===== config.mk =====
export PLATFORM = sky130hd
export DESIGN_NAME = adc_antenna_driver
export DESIGN_NICKNAME = d
export VERILOG_FILES = /design/src/hdl/adc_carrier_tick.v /design/src/hdl/adc_antenna_driver.v
export VERILOG_INCLUDE_DIRS = /design/src /design/src/hdl
export SDC_FILE = /design/constraint.sdc
export NUM_CORES = 1
export LEC_CHECK = 0
export ABC_AREA = 1
export BUFFER_PORTS_ARGS = -buffer_cell sky130_fd_sc_hd__buf_2
export CELL_PAD_IN_SITES_DETAIL_PLACEMENT = 0
export CELL_PAD_IN_SITES_GLOBAL_PLACEMENT = 1
export CORE_ASPECT_RATIO = 1.5
export CORE_UTILIZATION = 37
export CTS_CLUSTER_DIAMETER = 60
export DETAILED_ROUTE_END_ITERATION = 7
export GPL_ROUTABILITY_DRIVEN = 1
export MAX_ROUTING_LAYER = met4
export PLACE_DENSITY = 0.83
export SYNTH_ARGS = -nofsm -noshare
export SYNTH_HDL_FRONTEND = slang
export SYNTH_SLANG_ARGS = --single-unit

===== constraint.sdc =====
create_clock -name core_clk -period 1.83 [get_ports core_clk]
set_clock_uncertainty 0.15 [all_clocks]
set_input_delay 0.366 -clock core_clk [delete_from_list [all_inputs] [get_ports core_clk]]
set_output_delay 0.366 -clock core_clk [all_outputs]
set_load 0.02 [all_outputs]

===== src/hdl/adc_defs.vh =====
// Register map, field positions, reset values and timing counts
// Assumes inclusion by the antenna driver control design files and their checker and bench
`ifndef ADC_DEFS_VH
`define ADC_DEFS_VH
// ==========================================
// Register offsets
`define ADC_CTRL_ADDR        6'h14
`define ADC_AUTO_ADDR        6'h15
// ==========================================
// Control register fields
`define ADC_INV_B_ON         7
`define ADC_INV_A_ON         6
`define ADC_INV_B_OFF        5
`define ADC_INV_A_OFF        4
`define ADC_B_CW             3
`define ADC_CHECK_RF         2
`define ADC_B_EN             1
`define ADC_A_EN             0
`define ADC_CTRL_RESET       8'h80
// ==========================================
// Automation register fields
`define ADC_AUTO_OFF         7
`define ADC_FORCE_ASK        6
`define ADC_AUTO_WAKE        5
`define ADC_CA_ON            3
`define ADC_INIT_CA          2
`define ADC_B_AUTO           1
`define ADC_A_AUTO           0
`define ADC_AUTO_RESET       8'h00
`define ADC_AUTO_MASK        8'hEF
// ==========================================
// Timing and protocol constants
`define ADC_CLK_MHZ          25
`define ADC_CARRIER_KHZ      13560
`define ADC_ACTIVE_DELAY_TIME_CYCLES      1024
`define ADC_INITIAL_DELAY_TIME_CYCLES      4096
`define ADC_CA_SLOT_N        2'h3
`define ADC_DIV_ACC_W        16
`endif


===== src/hdl/adc_carrier_tick.v =====
// Fractional divider giving one enable pulse per carrier period
// Assumes one core clock; accumulator step set for the carrier and core rates
`timescale 1ns/1ps
`include "adc_defs.vh"
module adc_carrier_tick #(
  parameter CORE_KHZ    = 25000,
  parameter CARRIER_KHZ = `ADC_CARRIER_KHZ
) (
  input  wire core_clk,
  input  wire rst,
  output reg  tick
);
  // ==========================================
  // Phase accumulator
  localparam [`ADC_DIV_ACC_W-1:0] STEP = CARRIER_KHZ[`ADC_DIV_ACC_W-1:0];
  localparam [`ADC_DIV_ACC_W-1:0] WRAP = CORE_KHZ[`ADC_DIV_ACC_W-1:0];
  reg  [`ADC_DIV_ACC_W-1:0] acc;
  wire [`ADC_DIV_ACC_W:0]   sum = {1'b0, acc} + {1'b0, STEP};

  always @(posedge core_clk) begin
    if (rst) begin
      acc  <= 16'h0000;
      tick <= 1'b0;
    end else if (sum >= {1'b0, WRAP}) begin
      acc  <= sum[`ADC_DIV_ACC_W-1:0] - WRAP;
      tick <= 1'b1;
    end else begin
      acc  <= sum[`ADC_DIV_ACC_W-1:0];
      tick <= 1'b0;
    end
  end
endmodule


===== src/hdl/adc_antenna_driver.v =====
// Antenna driver control: two registers, driver output logic, auto turn-on
// Assumes field, envelope and end-of-transmit signals arrive from pins or other logic
//
// Design decision made here: the address-and-strobe port.
`timescale 1ns/1ps
`include "adc_defs.vh"
module adc_antenna_driver #(
  parameter ACTIVE_DELAY  = `ADC_ACTIVE_DELAY_TIME_CYCLES,
  parameter INITIAL_DELAY = `ADC_INITIAL_DELAY_TIME_CYCLES,
  parameter CNT_W         = 16
) (
  input  wire       core_clk,
  input  wire       rst,
  input  wire [5:0] reg_addr,
  input  wire [7:0] reg_wdata,
  input  wire       reg_wr,
  input  wire       reg_rd,
  output reg  [7:0] reg_rdata,
  input  wire       ext_field_pin,
  input  wire       level_detect_pin,
  input  wire       tx_envelope,
  input  wire       tx_last_bit_done,
  input  wire [1:0] driver_source_select,
  input  wire       soft_powerdown,
  output reg        antenna_output_a,
  output reg        antenna_output_b,
  output reg        field_wake,
  output reg        force_full_depth_ask,
  output reg        collision_avoidance_on,
  output reg  [1:0] ca_slot_n
);
  // ==========================================
  // Pin synchronisers
  reg [1:0] field_sync;
  reg [1:0] level_sync;
  reg       level_prev;
  wire      field = field_sync[1];
  wire      level_rise = level_sync[1] & ~level_prev;

  // Field presence: two flip-flops, nothing reads the first
  always @(posedge core_clk) begin
    if (rst) begin
      field_sync <= 2'b00;
    end else begin
      field_sync <= {field_sync[0], ext_field_pin};
    end
  end

  // Level detector: same two-stage guard before the edge finder
  always @(posedge core_clk) begin
    if (rst) begin
      level_sync <= 2'b00;
    end else begin
      level_sync <= {level_sync[0], level_detect_pin};
    end
  end

  // Starts low like the idle pin, so no false edge follows reset
  always @(posedge core_clk) begin
    if (rst) begin
      level_prev <= 1'b0;
    end else begin
      level_prev <= level_sync[1];
    end
  end

  // ==========================================
  // Carrier rate enable
  wire carrier_tick;
  adc_carrier_tick #(
    .CORE_KHZ    (`ADC_CLK_MHZ * 1000),
    .CARRIER_KHZ (`ADC_CARRIER_KHZ)
  ) u_tick (
    .core_clk (core_clk),
    .rst      (rst),
    .tick     (carrier_tick)
  );

  // ==========================================
  // Registers
  reg  [7:0] ctrl;
  reg  [7:0] autoc;
  wire       wr_ctrl = reg_wr & (reg_addr == `ADC_CTRL_ADDR);
  wire       wr_auto = reg_wr & (reg_addr == `ADC_AUTO_ADDR);
  wire       any_on  = ctrl[`ADC_B_EN] | ctrl[`ADC_A_EN];

  // Auto turn-on sequencer states
  localparam [3:0] ST_IDLE  = 4'b0001;
  localparam [3:0] ST_FIELD = 4'b0010;
  localparam [3:0] ST_WAIT  = 4'b0100;
  localparam [3:0] ST_INIT  = 4'b1000;
  reg  [3:0]       state;
  reg  [3:0]       next_state;
  reg  [CNT_W-1:0] cnt;
  reg  [CNT_W-1:0] next_cnt;
  reg              auto_fire;

  localparam integer     ACTIVE_DELAY_TIME_INT  = ACTIVE_DELAY - 1;
  localparam integer     INITIAL_DELAY_TIME_INT  = INITIAL_DELAY - 1;
  localparam [CNT_W-1:0] ACTIVE_DELAY_TIME_LAST = ACTIVE_DELAY_TIME_INT[CNT_W-1:0];
  localparam [CNT_W-1:0] INITIAL_DELAY_TIME_LAST = INITIAL_DELAY_TIME_INT[CNT_W-1:0];

  // ==========================================
  // Delay window compare
  // Final count of a delay window, checked only on a carrier tick
  function delay_done;
    input [CNT_W-1:0] count;
    input [CNT_W-1:0] last;
    begin
      delay_done = (count == last);
    end
  endfunction

  // Enable bits after a write, with field check applied
  function [1:0] gate_enables;
    input [1:0] old_en;
    input [1:0] new_en;
    input       check;
    input       fld;
    begin
      if (check & fld)
        gate_enables = new_en & old_en;
      else
        gate_enables = new_en;
    end
  endfunction

  // ==========================================
  // Register write path
  // Next register values, lowest priority first:
  // host write, then auto-off, then auto turn-on
  reg  [7:0] next_ctrl;
  reg  [7:0] next_autoc;
  wire       init_done = autoc[`ADC_INIT_CA] & auto_fire & (autoc[1:0] != 2'b00);

  always @* begin
    next_ctrl  = ctrl;
    next_autoc = autoc;
    if (wr_ctrl) begin
      // Field check bit is write-only and only acts on this write
      next_ctrl[7:3]           = reg_wdata[7:3];
      next_ctrl[`ADC_CHECK_RF] = 1'b0;
      next_ctrl[1:0]           = gate_enables(ctrl[1:0], reg_wdata[1:0],
                                              reg_wdata[`ADC_CHECK_RF], field);
    end
    if (tx_last_bit_done & autoc[`ADC_AUTO_OFF]) begin
      next_ctrl[1:0] = 2'b00;
    end
    if (auto_fire) begin
      next_ctrl[1:0] = ctrl[1:0] | autoc[1:0];
    end
    if (wr_auto) begin
      next_autoc = reg_wdata & `ADC_AUTO_MASK;
    end
    // Hardware clear beats a same-cycle write only once carrier is on
    if (init_done) begin
      next_autoc[`ADC_INIT_CA] = 1'b0;
    end
  end

  always @(posedge core_clk) begin
    if (rst) begin
      ctrl  <= `ADC_CTRL_RESET;
      autoc <= `ADC_AUTO_RESET;
    end else begin
      ctrl  <= next_ctrl;
      autoc <= next_autoc;
    end
  end

  // ==========================================
  // Auto turn-on sequencer, counting carrier cycles
  always @* begin
    next_state = state;
    next_cnt   = cnt;
    auto_fire  = 1'b0;
    case (state)
      ST_IDLE: begin
        next_cnt = {CNT_W{1'b0}};
        if (autoc[`ADC_INIT_CA] & !field & !any_on)
          next_state = ST_INIT;
        else if (field & (autoc[1:0] != 2'b00))
          next_state = ST_FIELD;
      end
      ST_FIELD: begin
        next_cnt = {CNT_W{1'b0}};
        if (!field)
          next_state = ST_WAIT;
      end
      ST_WAIT: begin
        if (field) begin
          next_state = ST_FIELD;
        end else if (carrier_tick) begin
          if (delay_done(cnt, ACTIVE_DELAY_TIME_LAST)) begin
            auto_fire  = 1'b1;
            next_state = ST_IDLE;
          end else begin
            next_cnt = cnt + 1'b1;
          end
        end
      end
      ST_INIT: begin
        if (field) begin
          next_cnt   = {CNT_W{1'b0}};
          next_state = ST_FIELD;
        end else if (!autoc[`ADC_INIT_CA]) begin
          next_state = ST_IDLE;
        end else if (carrier_tick) begin
          if (delay_done(cnt, INITIAL_DELAY_TIME_LAST)) begin
            auto_fire  = 1'b1;
            next_state = ST_IDLE;
          end else begin
            next_cnt = cnt + 1'b1;
          end
        end
      end
      default: begin
        next_state = ST_IDLE;
        next_cnt   = {CNT_W{1'b0}};
      end
    endcase
  end

  // ==========================================
  // Sequencer registers
  always @(posedge core_clk) begin
    if (rst) begin
      state <= ST_IDLE;
    end else begin
      state <= next_state;
    end
  end

  // Counter kept apart from the state so its width can grow alone
  always @(posedge core_clk) begin
    if (rst) begin
      cnt <= {CNT_W{1'b0}};
    end else begin
      cnt <= next_cnt;
    end
  end

  // ==========================================
  // Driver outputs
  // Source: 00 off, 01/10 envelope (driver B steady high when ADC_B_CW is set), 11 forced high
  function drive_level;
    input       en;
    input       inv_on;
    input       inv_off;
    input       cw;
    input [1:0] src;
    input       env;
    reg         raw;
    begin
      raw = 1'b0;
      if (en) begin
        if (src == 2'b11)
          raw = 1'b1;
        else if (cw)
          raw = (src != 2'b00);
        else
          raw = (src != 2'b00) & env;
        drive_level = raw ^ inv_on;
      end else begin
        drive_level = raw ^ inv_off;
      end
    end
  endfunction

  // Next driver levels
  wire next_out_a = drive_level(ctrl[`ADC_A_EN], ctrl[`ADC_INV_A_ON],
                                ctrl[`ADC_INV_A_OFF], 1'b0,
                                driver_source_select, tx_envelope);
  wire next_out_b = drive_level(ctrl[`ADC_B_EN], ctrl[`ADC_INV_B_ON],
                                ctrl[`ADC_INV_B_OFF], ctrl[`ADC_B_CW],
                                driver_source_select, tx_envelope);

  always @(posedge core_clk) begin
    if (rst) begin
      antenna_output_a <= 1'b0;
      antenna_output_b <= 1'b0;
    end else begin
      antenna_output_a <= next_out_a;
      antenna_output_b <= next_out_b;
    end
  end

  // ==========================================
  // Status outputs
  // One-cycle wake pulse on a level detector rising edge
  always @(posedge core_clk) begin
    if (rst) begin
      field_wake <= 1'b0;
    end else begin
      field_wake <= autoc[`ADC_AUTO_WAKE] & soft_powerdown & level_rise;
    end
  end

  always @(posedge core_clk) begin
    if (rst) begin
      force_full_depth_ask   <= 1'b0;
      collision_avoidance_on <= 1'b0;
      ca_slot_n              <= 2'b00;
    end else begin
      force_full_depth_ask   <= autoc[`ADC_FORCE_ASK];
      collision_avoidance_on <= autoc[`ADC_CA_ON];
      ca_slot_n <= autoc[`ADC_CA_ON] ? `ADC_CA_SLOT_N : 2'b00;
    end
  end

  // ==========================================
  // Register read port
  // Unmapped offsets and idle cycles read as zero
  function [7:0] read_value;
    input [5:0] addr;
    input [7:0] c;
    input [7:0] a;
    begin
      if (addr == `ADC_CTRL_ADDR)
        read_value = c;
      else if (addr == `ADC_AUTO_ADDR)
        read_value = a;
      else
        read_value = 8'h00;
    end
  endfunction

  always @(posedge core_clk) begin
    if (rst) begin
      reg_rdata <= 8'h00;
    end else if (reg_rd) begin
      reg_rdata <= read_value(reg_addr, ctrl, autoc);
    end else begin
      reg_rdata <= 8'h00;
    end
  end
endmodule


==> results_tabular.tex, run 1 <==
\begin{tabular}{lr}
\hline
Metric & Value \\
\hline
\multicolumn{2}{l}{\textbf{Clock tree}} \\
Clock-pin slew on the worst setup and hold paths & 0.05 ns \\
H-tree levels & 3 \\
Sinks on the clock net & 66 \\
Clock latency at the later pin of the worst-skew pair & 0.33 ns \\
Clock root buffer & sky130\_fd\_sc\_hd\_\_clkbuf\_16 \\
Clock tree from TritonCTS & yes \\
Max clock buf depth & 2 \\
Clock buffers created by TritonCTS & 9 \\
\multicolumn{2}{l}{\textbf{STA}} \\
Max transition margin & 73.06\% \\
Setup repair after global routing missed its margin & true \\
Tmin final & 2.018 ns \\
Peak clock frequency supported by timing & 495.6 MHz \\
Period Utilization, post-route & 110.3\% \\
Setup tns final & -3.682 ns \\
Endpoints failing hold & 0 \\
Final setup viols & 36 \\
Slew at the pin closest to its max-slew limit & 0.4004 ns \\
Worst hold-check slack & 0.09259 ns \\
Pins over their slew limit & 0 \\
Crit path setup slack, layout & -0.1876 ns \\
\multicolumn{2}{l}{\textbf{Power}} \\
Switching fraction of total power & 38.39\% \\
Ratio of total power to cell area & 1292 nW/um\^{}2 \\
Cell Int Power & 4.349 mW \\
Clock share of power & 26.2\% \\
Fraction of power consumed by combinational cells & 48.5\% \\
Reg power frac & 25.3\% \\
Switch Pwr & 2.710 mW \\
Sum of internal, switching and leakage power & 7.059 mW \\
P\_leak & 2.556 nW \\
Highest ir drop seen on vdd & 1.372 mV \\
\multicolumn{2}{l}{\textbf{Synthesis}} \\
Number of enable-type register cells in the synthesized netlist & 0 \\
Ys flop type & sky130\_fd\_sc\_hd\_\_dfxtp\_1 \\
Share of synthesized flip-flops with an asynchronous set or reset & 0\% \\
Synth Instances & 565 \\
Synthesized area per cell & 6.486 um\^{}2 \\
Synthesis Warnings & 0 \\
Area fraction in compound gates after synthesis & 11.47\% \\
Simple logic cell fraction of the synthesized area & 37.28\% \\
Yosys reg bits & 66 \\
Area share of xor/xnor cells in the synthesized design & 2.629\% \\
Number of nets in the synthesized netlist & 594 \\
Number of distinct library cell variants in the gate-level netlist after synthesis & 40 \\
Share of cell area taken by muxes after synthesis & 0.2731\% \\
Adder-Cell Fraction of Synth Area & 1.366\% \\
Sequential-to-total area share from yosys stat & 36.05\% \\
Netlist Area Pre-Place & 3665 um\^{}2 \\
Combinational family with the most area after synthesis & simple AND/OR/NAND/NOR gates \\
\multicolumn{2}{l}{\textbf{Layout}} \\
Share of layout cells above drive strength 1 & 37.18\% \\
Final nets & 734 \\
Post-Layout Cell Count & 825 \\
Post-synthesis to final-layout area growth & 49.10\% \\
\# fillers & 921 \\
Diodes inserted & 0 \\
\multicolumn{2}{l}{\textbf{Place}} \\
Placed cells & 794 \\
Dpl ws & -0.2445 ns \\
Detailed Place HPWL & 7.671 mm \\
GP Congestion & 0.8913 \\
\# port buffers & 39 \\
\multicolumn{2}{l}{\textbf{Floorplan}} \\
Die width & 83.26 um \\
Initial Utilization & 38.04\% \\
Overall die height & 123.9 um \\
Number of cell rows & 44 \\
Area of the placeable core & 9634 um\^{}2 \\
Die Outline Area & 10320 um\^{}2 \\
Boundary Pins & 40 \\
\multicolumn{2}{l}{\textbf{Drt}} \\
Wire length reported by the detailed router & 10.52 mm \\
Via/cell ratio & 4.938 \\
Wire length per cell after detailed routing & 12.75 um \\
Via count & 4074 \\
Post-route antenna net violation count & 0 \\
Post-route DRC & 0 \\
Drt first-iter violations & 142 \\
Number of iterations in the first detailed-routing pass & 6 \\
\multicolumn{2}{l}{\textbf{Worst hold path}} \\
Hold/Removal Path Class & primary input to register \\
\multicolumn{2}{l}{\textbf{Setup path}} \\
Startpoint type of the worst setup path & register \\
Maximum fanout count along the critical path & 6 \\
Critical Path Max Stage Delay & 0.35 ns \\
Worst path top cell family by delay & simple AND/OR/NAND/NOR gates \\
CP Capture Type & register \\
Critical path type & register to register \\
Critical Path, Cell by Cell & ha\_4, nand2\_4, inv\_4, nand4\_1, nor4\_2, buf\_4, o21bai\_4, nand2\_4, buf\_6, o21bai\_1, nand2\_1, nor2\_1 \\
Number of buffers and inverters on the critical path & 3 \\
CP Data Required Time & 1.90 ns \\
Endpoint arrival time on the critical path & 2.09 ns \\
CP dominant cell by count & sky130\_fd\_sc\_hd\_\_nand2\_4 \\
Slowest-stage cell, CP & sky130\_fd\_sc\_hd\_\_dfxtp\_2 \\
\multicolumn{2}{l}{\textbf{Global routing}} \\
Global routing usage summed across all routing layers & 21.51\% \\
Vias in the first global route & 3999 \\
Total congestion overflow after global routing & 0 \\
Wire length of the first global-routing pass & 17.35 mm \\
Initial antenna violation count & 0 \\
Maximum number of pins on one net before global-route repair & 28 \\
\multicolumn{2}{l}{\textbf{Run}} \\
Reported max-cap violation count & 0 \\
\multicolumn{2}{l}{\textbf{Status}} \\
Run status & finished with violations \\
Failing checks & negative setup slack \\
\hline
\end{tabular}
cell families (layout without fill, tap and decap cells):
| kind of cell | count (synthesis) | count (layout) |
|---|---|---|
| buffers and inverters | 99 | 242 |
| muxes | 1 | 1 |
| adders and majority gates | 4 | 4 |
| and+or+nand+nor | 306 | 308 |
| xor gates and xnor gates | 11 | 11 |
| AOI/OAI and AO/OA | 78 | 78 |
| DFF | 66 | 66 |
per-stage QoR:
| step | utilization [%] | area, um^2 |
|---|---|---|
| 2_1_floorplan | - | 3729 |
| 3_3_place_gp | 48.23 | 4647 |
| 3_5_place_dp | 48.23 | 4647 |
| 4_1_cts | 54.62 | 5263 |
| 5_1_grt | 56.71 | 5464 |
| 6_report | 56.71 | 5464 |
metal layers:
layer | global-route usage (%) | wire length (um) | up-vias
li1 | - | - | 2101
met1 | 21.88 | 4155 | 1893
met2 | 40.93 | 5859 | 63
met3 | 3.976 | 274 | 17
met4 | 8.190 | 231 | 0
met5 | - | 0 | -
layout by cell type (no fill, tap or decap), drive strengths merged, types with 2 or more instances in the layout:
| cell type | n |
|---|---|
| nor3 | 15 |
| xor2 | 10 |
| bufinv | 2 |
| clkinv | 5 |
| inv | 86 |
| nor4 | 4 |
| buf | 138 |
| ha | 4 |
| o21ai | 32 |
| o21bai | 3 |
| o211ai | 2 |
| nor2 | 64 |
| nand3 | 60 |
| a21oi | 35 |
| o22ai | 3 |
| nand2 | 150 |
| dfxtp | 66 |
| clkbuf | 10 |
| nand4 | 13 |
worst reg2reg max path, cell delays in order, from the launching register on:
cell and delay (ns):
sky130_fd_sc_hd__dfxtp_2 0.35, sky130_fd_sc_hd__ha_4 0.15, sky130_fd_sc_hd__nand2_4 0.06, sky130_fd_sc_hd__inv_4 0.07, sky130_fd_sc_hd__nand4_1 0.15, sky130_fd_sc_hd__nor4_2 0.19
sky130_fd_sc_hd__buf_4 0.19, sky130_fd_sc_hd__o21bai_4 0.10, sky130_fd_sc_hd__nand2_4 0.18, sky130_fd_sc_hd__buf_6 0.15, sky130_fd_sc_hd__o21bai_1 0.07, sky130_fd_sc_hd__nand2_1 0.06
sky130_fd_sc_hd__nor2_1 0.04
path summary, 6_finish.rpt:
| path | from | to | slack (ns) | depth (start not counted) |
|---|---|---|---|---|
| worst min register to register | level_prev$_SDFF_PP0_ | field_wake$_SDFF_PP0_ | 0.25 | 1 |
| worst max register to register | cnt[1]$_SDFFE_PP0P_ | cnt[3]$_SDFFE_PP0P_ | -0.19 | 12 |
| worst max-delay path | cnt[1]$_SDFFE_PP0P_ | cnt[3]$_SDFFE_PP0P_ | -0.19 | 12 |
| worst min-delay path | level_detect_pin | level_sync[0]$_SDFF_PP0_ | 0.09 | 3 |
power groups by stage:
stage | sequential [mW] | combinational [mW] | clock, mW
global placement | 1.79 | 2.80 | 0
finish | 1.79 | 3.42 | 1.85
detailed placement | 1.80 | 2.86 | 0
floorplan | 1.75 | 1.85 | 0
CTS | 1.78 | 3.32 | 1.89
global route | 1.80 | 3.81 | 1.94
synth_stat cells, types with 2 or more instances:
cell type,instances,area share (%)
sky130_fd_sc_hd__xor2_1,10,2.4
sky130_fd_sc_hd__nand2_1,141,14
sky130_fd_sc_hd__clkinv_1,2,0.20
sky130_fd_sc_hd__ha_1,4,1.4
sky130_fd_sc_hd__buf_2,2,0.27
sky130_fd_sc_hd__nand2_2,6,1.0
sky130_fd_sc_hd__buf_6,2,0.61
sky130_fd_sc_hd__o21bai_1,3,0.61
sky130_fd_sc_hd__nand3_2,3,0.82
sky130_fd_sc_hd__o211ai_1,2,0.41
sky130_fd_sc_hd__nand4_1,13,2.2
sky130_fd_sc_hd__inv_2,5,0.51
sky130_fd_sc_hd__nand3_1,57,7.8
sky130_fd_sc_hd__nor2_2,3,0.51
sky130_fd_sc_hd__inv_1,80,8.2
sky130_fd_sc_hd__nor2_1,60,6.1
sky130_fd_sc_hd__a21oi_1,34,4.6
sky130_fd_sc_hd__o21ai_0,30,4.1
sky130_fd_sc_hd__clkbuf_1,4,0.41
sky130_fd_sc_hd__buf_4,3,0.61
sky130_fd_sc_hd__o22ai_1,3,0.51
sky130_fd_sc_hd__dfxtp_1,66,36
sky130_fd_sc_hd__nor3_1,13,1.8
sky130_fd_sc_hd__nor4_1,3,0.51
registers in the layout, indices dropped and copies added, names as in the netlist:
signal                count
ca_slot_n                 1
u_tick.tick               1
antenna_output_a          1
autoc                     7
antenna_output_b          1
force_full_depth_ask      1
field_wake                1
reg_rdata                 8
u_tick.acc               13
level_sync                2
ctrl                      7
level_prev                1
state                     4
field_sync                2
cnt                      16
area by class of cell:
class                           count  area (um^2)  share of cell area [%]
Clock buffer                       10        229.0                   4.191
Clock inverter                      6        91.34                   1.672
Inverter                           87        342.8                   6.274
Multi-Input combinational cell    402         2341                   42.84
Sequential cell                    66         1326                   24.27
Tap cell                          115        143.9                   2.633
Timing Repair Buffer              138        983.4                   18.00
Timing Repair inverter              1        6.256                  0.1145
what timing repair did:
action                     4_1_cts  5_1_grt
hold buffers                     0        0
setup endpoints to repair       35       37
resized for setup               65       49
cloned                           4        0
pin swaps                       28       19
setup buffers                    7        4
(Power assumes the default switching activity.)
==> run 2, diff against run 1 <==
--- a/config.mk
+++ b/config.mk
@@ -16,7 +16,7 @@
 export DETAILED_ROUTE_END_ITERATION = 7
 export GPL_ROUTABILITY_DRIVEN = 1
 export MAX_ROUTING_LAYER = met4
-export PLACE_DENSITY = 0.83
+export PLACE_DENSITY = 0.86
 export SYNTH_ARGS = -nofsm -noshare
 export SYNTH_HDL_FRONTEND = slang
 export SYNTH_SLANG_ARGS = --single-unit
==> run 2 against run 1 <==
The run still ends with negative setup slack left. Maximum frequency decreased by 0.51%. Cell count increased by 0.97%. Register-to-register slack about the same. Sequential share of layout area decreased by 0.96 points. Non-clock buffer count increased by 8.
==> results_tabular.tex, run 2 (synthesized netlist as in run 1, its figures left out) <==
\begin{tabular}{lr}
\hline
Metric & Value \\
\hline
\multicolumn{2}{l}{\textbf{Setup path}} \\
Slowest-stage cell, CP & sky130\_fd\_sc\_hd\_\_dfxtp\_2 \\
Number of buffers and inverters on the critical path & 3 (unchanged) \\
Maximum fanout count along the critical path & 5 (-1) \\
Worst path top cell family by delay & simple AND/OR/NAND/NOR gates \\
Endpoint arrival time on the critical path & 2.14 ns (+0.05 ns) \\
Critical Path Max Stage Delay & 0.33 ns (-0.02 ns) \\
Startpoint type of the worst setup path & register \\
Critical path type & register to register \\
Critical Path, Cell by Cell & ha\_4, nand2\_4, inv\_4, nand4\_1, nor4\_2, buf\_4, o21bai\_4, nand2\_8, clkbuf\_16, o21bai\_1, nand2\_1, nor2\_1 \\
CP Data Required Time & 1.94 ns (+0.04 ns) \\
CP Capture Type & register \\
\multicolumn{2}{l}{\textbf{Floorplan}} \\
Number of cell rows & 44 (unchanged) \\
Initial Utilization & 38.04\% (unchanged) \\
Area of the placeable core & 9634 um\^{}2 (unchanged) \\
Die Outline Area & 10320 um\^{}2 (unchanged) \\
Die width & 83.26 um (unchanged) \\
Boundary Pins & 40 (unchanged) \\
Overall die height & 123.9 um (unchanged) \\
\multicolumn{2}{l}{\textbf{Layout}} \\
\# fillers & 835 (-9.3\%) \\
Final core utilization & 59.22\% (+2.5 points) \\
Most frequent standard cell in the layout excluding fill and tap cells & sky130\_fd\_sc\_hd\_\_nand2\_1 \\
Top Registers & cnt (16), u\_tick.acc (13), reg\_rdata (8) \\
Post-synthesis to final-layout area growth & 55.68\% \\
Diodes inserted & 0 (unchanged) \\
Share of layout cells above drive strength 1 & 41.64\% (+4.5 points) \\
Most used cells in the layout excluding fill and tap cells & sky130\_fd\_sc\_hd\_\_nand2\_1, sky130\_fd\_sc\_hd\_\_buf\_4, sky130\_fd\_sc\_hd\_\_inv\_1 \\
Number of flip-flops in the largest register & 16 (unchanged) \\
Register with the most flip-flops & cnt \\
Final nets & 742 (+1.1\%) \\
\multicolumn{2}{l}{\textbf{Drt}} \\
Wire length reported by the detailed router & 11.67 mm (+11\%) \\
Post-route DRC & 0 (unchanged) \\
Wire length per cell after detailed routing & 14.01 um (+9.9\%) \\
Via/cell ratio & 5.119 (+3.7\%) \\
Via count & 4264 (+4.7\%) \\
Number of iterations in the first detailed-routing pass & 4 (-2) \\
Post-route antenna net violation count & 0 (unchanged) \\
Drt first-iter violations & 193 (+36\%) \\
\multicolumn{2}{l}{\textbf{Global routing}} \\
Busiest layer in global routing & met2 \\
Vias in the first global route & 4207 (+5.2\%) \\
Total congestion overflow after global routing & 0 (unchanged) \\
Global routing usage summed across all routing layers & 22.30\% (+0.80 points) \\
Wire length of the first global-routing pass & 17.92 mm (+3.3\%) \\
Global-route met1 utilization & 21.56\% (-0.31 points) \\
Met2 demand-to-capacity share in global routing & 42.42\% (+1.5 points) \\
GRT met3 Usage & 3.711\% (-0.27 points) \\
Maximum number of pins on one net before global-route repair & 28 (unchanged) \\
Initial antenna violation count & 0 (unchanged) \\
\multicolumn{2}{l}{\textbf{STA}} \\
Slew at the pin closest to its max-slew limit & 0.6076 ns (+0.2072 ns) \\
Final setup viols & 36 (unchanged) \\
Setup repair after global routing missed its margin & true \\
Pins over their slew limit & 0 (unchanged) \\
Max transition margin & 59.12\% (-14 points) \\
Worst hold-check slack & 0.09131 ns (-0.001283 ns) \\
Peak clock frequency supported by timing & 493.1 MHz (-0.51\%) \\
Period Utilization, post-route & 110.8\% (+0.57 points) \\
Tmin final & 2.028 ns (+0.01035 ns) \\
Crit path setup slack, layout & -0.1979 ns (-0.01035 ns) \\
Endpoints failing hold & 0 (unchanged) \\
\multicolumn{2}{l}{\textbf{Clock tree}} \\
H-tree levels & 3 (unchanged) \\
Clock latency at the later pin of the worst-skew pair & 0.33 ns (about the same) \\
CTS Hold Bufs & 0 (unchanged) \\
Clock-pin slew on the worst setup and hold paths & 0.06 ns (about the same) \\
Clock root buffer & sky130\_fd\_sc\_hd\_\_clkbuf\_16 \\
Clock buffers created by TritonCTS & 9 (unchanged) \\
Sinks on the clock net & 66 (unchanged) \\
Max clock buf depth & 2 (unchanged) \\
Clock tree from TritonCTS & yes \\
\multicolumn{2}{l}{\textbf{Place}} \\
Detailed Place HPWL & 7.862 mm (+2.5\%) \\
Dpl ws & -0.2214 ns (+0.02308 ns) \\
GP Congestion & 0.9023 (+1.2\%) \\
\# port buffers & 39 (unchanged) \\
\multicolumn{2}{l}{\textbf{Run}} \\
Reported max-cap violation count & 0 (unchanged) \\
\multicolumn{2}{l}{\textbf{Power}} \\
Highest ir drop seen on vdd & 1.370 mV (-0.18\%) \\
Ratio of total power to cell area & 1359 nW/um\^{}2 (+5.2\%) \\
Sum of internal, switching and leakage power & 7.754 mW (+9.9\%) \\
P\_leak & 2.645 nW (+3.5\%) \\
\multicolumn{2}{l}{\textbf{Status}} \\
Run status & finished with violations \\
Failing checks & negative setup slack \\
\multicolumn{2}{l}{\textbf{Worst hold path}} \\
Hold/Removal Path Class & primary input to register \\
\hline
\end{tabular}
[run 2: changes by cell type in the layout (fill, tap and decap cells not counted), sizes merged]
cell,delta
buf,+7
clkbuf,+1
[run 2: tightest hold or removal path, stage by stage]
cell and delay, ns:
sky130_fd_sc_hd__buf_2 0.07, sky130_fd_sc_hd__inv_1 0.03, sky130_fd_sc_hd__nor2_1 0.06
[run 2: routing by layer]
metal / vias to the layer above / share of wire (%) / wire, um
met2: 101 / 56 / 6518
met5: - / 0 / 0
met1: 2009 / 37 / 4337
li1: 2117 / - / -
met3: 37 / 3.1 / 357
met4: 0 / 3.9 / 455
[run 2: power by group]
part           internal (mW)  switching (mW)
combinational           1.86            2.25
clock                   1.20           0.644
sequential              1.60           0.207
total                   4.65            3.10
[run 2: stage by stage]
| step | TNS [ns] | instances | area (um^2) |
|---|---|---|---|
| after floorplan | -1.157 | 565 | 3729 |
| after global placement | -2.719 | 790 | 4629 |
| after detailed placement | -4.188 | 790 | 4629 |
| after CTS | -2.419 | 824 | 5269 |
| after global routing | -8.320 | 833 | 5705 |
| final | -4.135 | 833 | 5705 |
[run 2: cell type report]
| class | count | area, um^2 | area share [%] |
|---|---|---|---|
| flip-flops and latches | 66 | 1330 | 23.31 |
| clock inverters | 6 | 91.34 | 1.601 |
| repair inverters | 1 | 6.256 | 0.1096 |
| multi-input cells | 402 | 2486 | 43.57 |
| inverters | 87 | 345.3 | 6.053 |
| well taps | 115 | 143.9 | 2.522 |
| repair buffers | 146 | 1074 | 18.82 |
| clock buffers | 10 | 229.0 | 4.013 |
[run 2: timing repair]
action,4_1_cts,5_1_grt
buffers inserted,17,7
resized for setup,57,90
gates cloned,1,3
pin swaps,36,39
setup endpoints to repair,35,37
[run 2: path summary, 6_finish.rpt]
path,start,to,slack (ns),cells after the start
setup / recovery,cnt[1]$_SDFFE_PP0P_,cnt[3]$_SDFFE_PP0P_,-0.20,12
hold / removal,ext_field_pin,field_sync[0]$_SDFF_PP0_,0.09,3
setup reg to reg,cnt[1]$_SDFFE_PP0P_,cnt[3]$_SDFFE_PP0P_,-0.20,12
hold reg to reg,level_prev$_SDFF_PP0_,field_wake$_SDFF_PP0_,0.25,1
==> run 3, diff against run 2 <==
--- a/config.mk
+++ b/config.mk
@@ -17,6 +17,7 @@
 export GPL_ROUTABILITY_DRIVEN = 1
 export MAX_ROUTING_LAYER = met4
 export PLACE_DENSITY = 0.86
+export SETUP_SLACK_MARGIN = 0.5
 export SYNTH_ARGS = -nofsm -noshare
 export SYNTH_HDL_FRONTEND = slang
 export SYNTH_SLANG_ARGS = --single-unit
==> run 3 against run 2 <==
The run still ends with negative setup slack left. Sequential power barely moved. Total power is 9.2% lower. Cell count is 0.72% higher. Non-clock buffer count rose by 5. Routed wire length is 1.5% lower. Largest cell class unchanged.
==> results_tabular.tex, run 3 (synthesized netlist as in run 1, its figures left out) <==
\begin{tabular}{lr}
\hline
Metric & Value \\
\hline
\multicolumn{2}{l}{\textbf{Place}} \\
GP Congestion & 0.9100 (+0.85\%) \\
Detailed Place HPWL & 7.817 mm (-0.58\%) \\
Total placed instance area & 4728 um\^{}2 (+2.1\%) \\
Dpl ws & -0.2530 ns (-0.03161 ns) \\
\# port buffers & 39 (unchanged) \\
\multicolumn{2}{l}{\textbf{Layout}} \\
Share of layout cells above drive strength 1 & 39.78\% (-1.9 points) \\
Diodes inserted & 0 (unchanged) \\
Final instance area & 5698 um\^{}2 (-0.13\%) \\
Most frequent standard cell in the layout excluding fill and tap cells & sky130\_fd\_sc\_hd\_\_nand2\_1 \\
Top Registers & cnt (16), u\_tick.acc (13), reg\_rdata (8) \\
Most used cells in the layout excluding fill and tap cells & sky130\_fd\_sc\_hd\_\_nand2\_1, sky130\_fd\_sc\_hd\_\_buf\_4, sky130\_fd\_sc\_hd\_\_inv\_1 \\
Post-synthesis to final-layout area growth & 55.48\% \\
Final nets & 748 (+0.81\%) \\
\# fillers & 879 (+5.3\%) \\
Register with the most flip-flops & cnt \\
Number of flip-flops in the largest register & 16 (unchanged) \\
\multicolumn{2}{l}{\textbf{Setup path}} \\
Levels on crit path & 15 (+3) \\
Worst r2r path cells & 15 (+3) \\
Critical Path, Cell by Cell & inv\_2, ha\_4, inv\_4, nor2\_4, nand2\_2, nand2\_2, nand2\_2, nand2\_2, nand2\_2, nor2\_2, nand4\_1, nand2\_4, buf\_6, nand3\_2, a21oi\_2 \\
Capturing point of the worst reg2reg path & u\_tick.acc[5]\$\_SDFF\_PP0\_ \\
Slowest-stage cell, CP & sky130\_fd\_sc\_hd\_\_dfxtp\_2 \\
Startpoint of the worst register-to-register path & u\_tick.acc[4]\$\_SDFF\_PP0\_ \\
Number of buffers and inverters on the critical path & 3 (unchanged) \\
Critical Path Max Stage Delay & 0.32 ns (about the same) \\
Maximum fanout count along the critical path & 5 (unchanged) \\
CP Capture Type & register \\
Internal reg-to-reg setup slack & -0.16 ns (+0.04 ns) \\
Critical path type & register to register \\
Endpoint arrival time on the critical path & 2.09 ns (-0.05 ns) \\
Startpoint type of the worst setup path & register \\
CP Data Required Time & 1.93 ns (about the same) \\
Worst path top cell family by delay & simple AND/OR/NAND/NOR gates \\
CP dominant cell by count & sky130\_fd\_sc\_hd\_\_nand2\_2 \\
\multicolumn{2}{l}{\textbf{Power}} \\
Sum of internal, switching and leakage power & 7.044 mW (-9.2\%) \\
Ratio of total power to cell area & 1236 nW/um\^{}2 (-9.0\%) \\
Highest ir drop seen on vdd & 1.197 mV (-13\%) \\
P\_leak & 2.648 nW (+0.10\%) \\
\multicolumn{2}{l}{\textbf{Global routing}} \\
Global routing usage summed across all routing layers & 22.82\% (+0.51 points) \\
Met2 demand-to-capacity share in global routing & 42.98\% (+0.56 points) \\
Total congestion overflow after global routing & 0 (unchanged) \\
Maximum number of pins on one net before global-route repair & 28 (unchanged) \\
GRT met3 Usage & 3.313\% (-0.40 points) \\
Initial antenna violation count & 0 (unchanged) \\
Global-route met1 utilization & 22.01\% (+0.45 points) \\
Busiest layer in global routing & met2 \\
Vias in the first global route & 4186 (-0.50\%) \\
Wire length of the first global-routing pass & 18.24 mm (+1.8\%) \\
\multicolumn{2}{l}{\textbf{STA}} \\
Pins over their slew limit & 0 (unchanged) \\
Crit path setup slack, layout & -0.1604 ns (+0.03750 ns) \\
Worst hold-check slack & 0.09081 ns (-0.0004994 ns) \\
Final setup viols & 36 (unchanged) \\
Peak clock frequency supported by timing & 502.4 MHz (+1.9\%) \\
Tmin final & 1.990 ns (-0.03749 ns) \\
Slew at the pin closest to its max-slew limit & 0.4222 ns (-0.1854 ns) \\
Endpoints failing hold & 0 (unchanged) \\
Setup repair after global routing missed its margin & true \\
Period Utilization, post-route & 108.8\% (-2.0 points) \\
Max transition margin & 71.64\% (+13 points) \\
\multicolumn{2}{l}{\textbf{Clock tree}} \\
Max clock buf depth & 2 (unchanged) \\
Clock tree from TritonCTS & yes \\
H-tree levels & 3 (unchanged) \\
Clock latency at the later pin of the worst-skew pair & 0.33 ns (about the same) \\
Sinks on the clock net & 66 (unchanged) \\
Clock buffers created by TritonCTS & 9 (unchanged) \\
Clock-pin slew on the worst setup and hold paths & 0.06 ns (about the same) \\
Clock root buffer & sky130\_fd\_sc\_hd\_\_clkbuf\_16 \\
CTS Hold Bufs & 0 (unchanged) \\
\multicolumn{2}{l}{\textbf{Drt}} \\
Wire length reported by the detailed router & 11.50 mm (-1.5\%) \\
Post-route antenna net violation count & 0 (unchanged) \\
Via/cell ratio & 5.032 (-1.7\%) \\
Number of iterations in the first detailed-routing pass & 4 (unchanged) \\
Drt first-iter violations & 181 (-6.2\%) \\
Via count & 4222 (-0.98\%) \\
Post-route DRC & 0 (unchanged) \\
Wire length per cell after detailed routing & 13.71 um (-2.2\%) \\
\multicolumn{2}{l}{\textbf{Worst hold path}} \\
Hold path startpoint & level\_detect\_pin \\
Hold/Removal Path Class & primary input to register \\
Cell count of the worst hold path & 3 (unchanged) \\
End of the worst hold path & level\_sync[0]\$\_SDFF\_PP0\_ \\
\multicolumn{2}{l}{\textbf{Status}} \\
Run status & finished with violations \\
Failing checks & negative setup slack \\
\multicolumn{2}{l}{\textbf{Floorplan}} \\
Area of the placeable core & 9634 um\^{}2 (unchanged) \\
Die width & 83.26 um (unchanged) \\
Number of cell rows & 44 (unchanged) \\
Boundary Pins & 40 (unchanged) \\
Initial Utilization & 38.04\% (unchanged) \\
Overall die height & 123.9 um (unchanged) \\
Die Outline Area & 10320 um\^{}2 (unchanged) \\
\multicolumn{2}{l}{\textbf{Run}} \\
Reported max-cap violation count & 0 (unchanged) \\
\hline
\end{tabular}
[run 3: timing repair]
action                                  in CTS  in global routing
setup buffers                               13                  9
gates cloned                                 5                  0
gates resized for setup                     81                 54
pin swaps                                   35                 18
endpoints found under the setup margin      42                 57
[run 3: how the worst max path moves through the flow]
| stage | start | to | slack [ns] |
|---|---|---|---|
| final | u_tick.acc[4]$_SDFF_PP0_ | u_tick.acc[5]$_SDFF_PP0_ | -0.16 |
| after global routing | u_tick.acc[4]$_SDFF_PP0_ | u_tick.acc[10]$_SDFF_PP0_ | -0.30 |
| after CTS | u_tick.acc[3]$_SDFFE_PP0N_ | u_tick.acc[14]$_SDFF_PP0_ | -0.13 |
| after detailed placement | u_tick.acc[4]$_SDFF_PP0_ | u_tick.acc[3]$_SDFFE_PP0N_ | -0.25 |
| after global placement | u_tick.acc[4]$_SDFF_PP0_ | u_tick.acc[11]$_SDFF_PP0_ | -0.18 |
| after floorplan | u_tick.acc[3]$_SDFFE_PP0N_ | u_tick.acc[3]$_SDFFE_PP0N_ | -0.1 |
[run 3: cell type report]
| type | count | area [um^2] | share of cell area (%) |
|---|---|---|---|
| Clock buffer | 10 | 239.0 | 4.194 |
| Clock inverter | 6 | 47.55 | 0.8344 |
| Sequential cell | 66 | 1335 | 23.43 |
| Tap cell | 115 | 143.9 | 2.525 |
| Timing Repair inverter | 1 | 11.26 | 0.1976 |
| Inverter | 87 | 344.1 | 6.039 |
| Timing Repair Buffer | 151 | 1146 | 20.11 |
| Multi-Input combinational cell | 403 | 2431 | 42.67 |
[run 3: layer usage]
layer  up-vias  part of all wire, %  wire length, um
met5         -                    0                0
met4         0                  4.5              519
met3        48                  2.9              336
met2        79                   55             6366
met1      1961                   37             4277
li1       2134                    -                -
[run 3: power by group]
group / total, mW / switching [mW] / internal [mW] / leakage, nW
clock: 1.65 / 0.683 / 0.968 / 0.140
sequential: 1.81 / 0.210 / 1.60 / 0.541
combinational: 3.58 / 1.95 / 1.64 / 1.97
total: 7.04 / 2.84 / 4.20 / 2.65
[run 3: metrics by stage]
stage | std cells | TNS, ns | utilization (%)
final | 839 | -4.243 | 59.14
after global routing | 839 | -8.464 | 59.14
after CTS | 830 | -2.606 | 56.60
after detailed placement | 796 | -4.934 | 49.08
after global placement | 796 | -4.160 | 49.08
after floorplan | 565 | -1.331 | -
[run 3: worst register-to-register path, delay by kind of cell (launching register included)]
family | cells | cell delay [ns]
compound gates | 1 | 0.13
fa+ha+maj | 1 | 0.15
simple gates | 10 | 0.90
flops | 1 | 0.32
buf+inv | 3 | 0.26
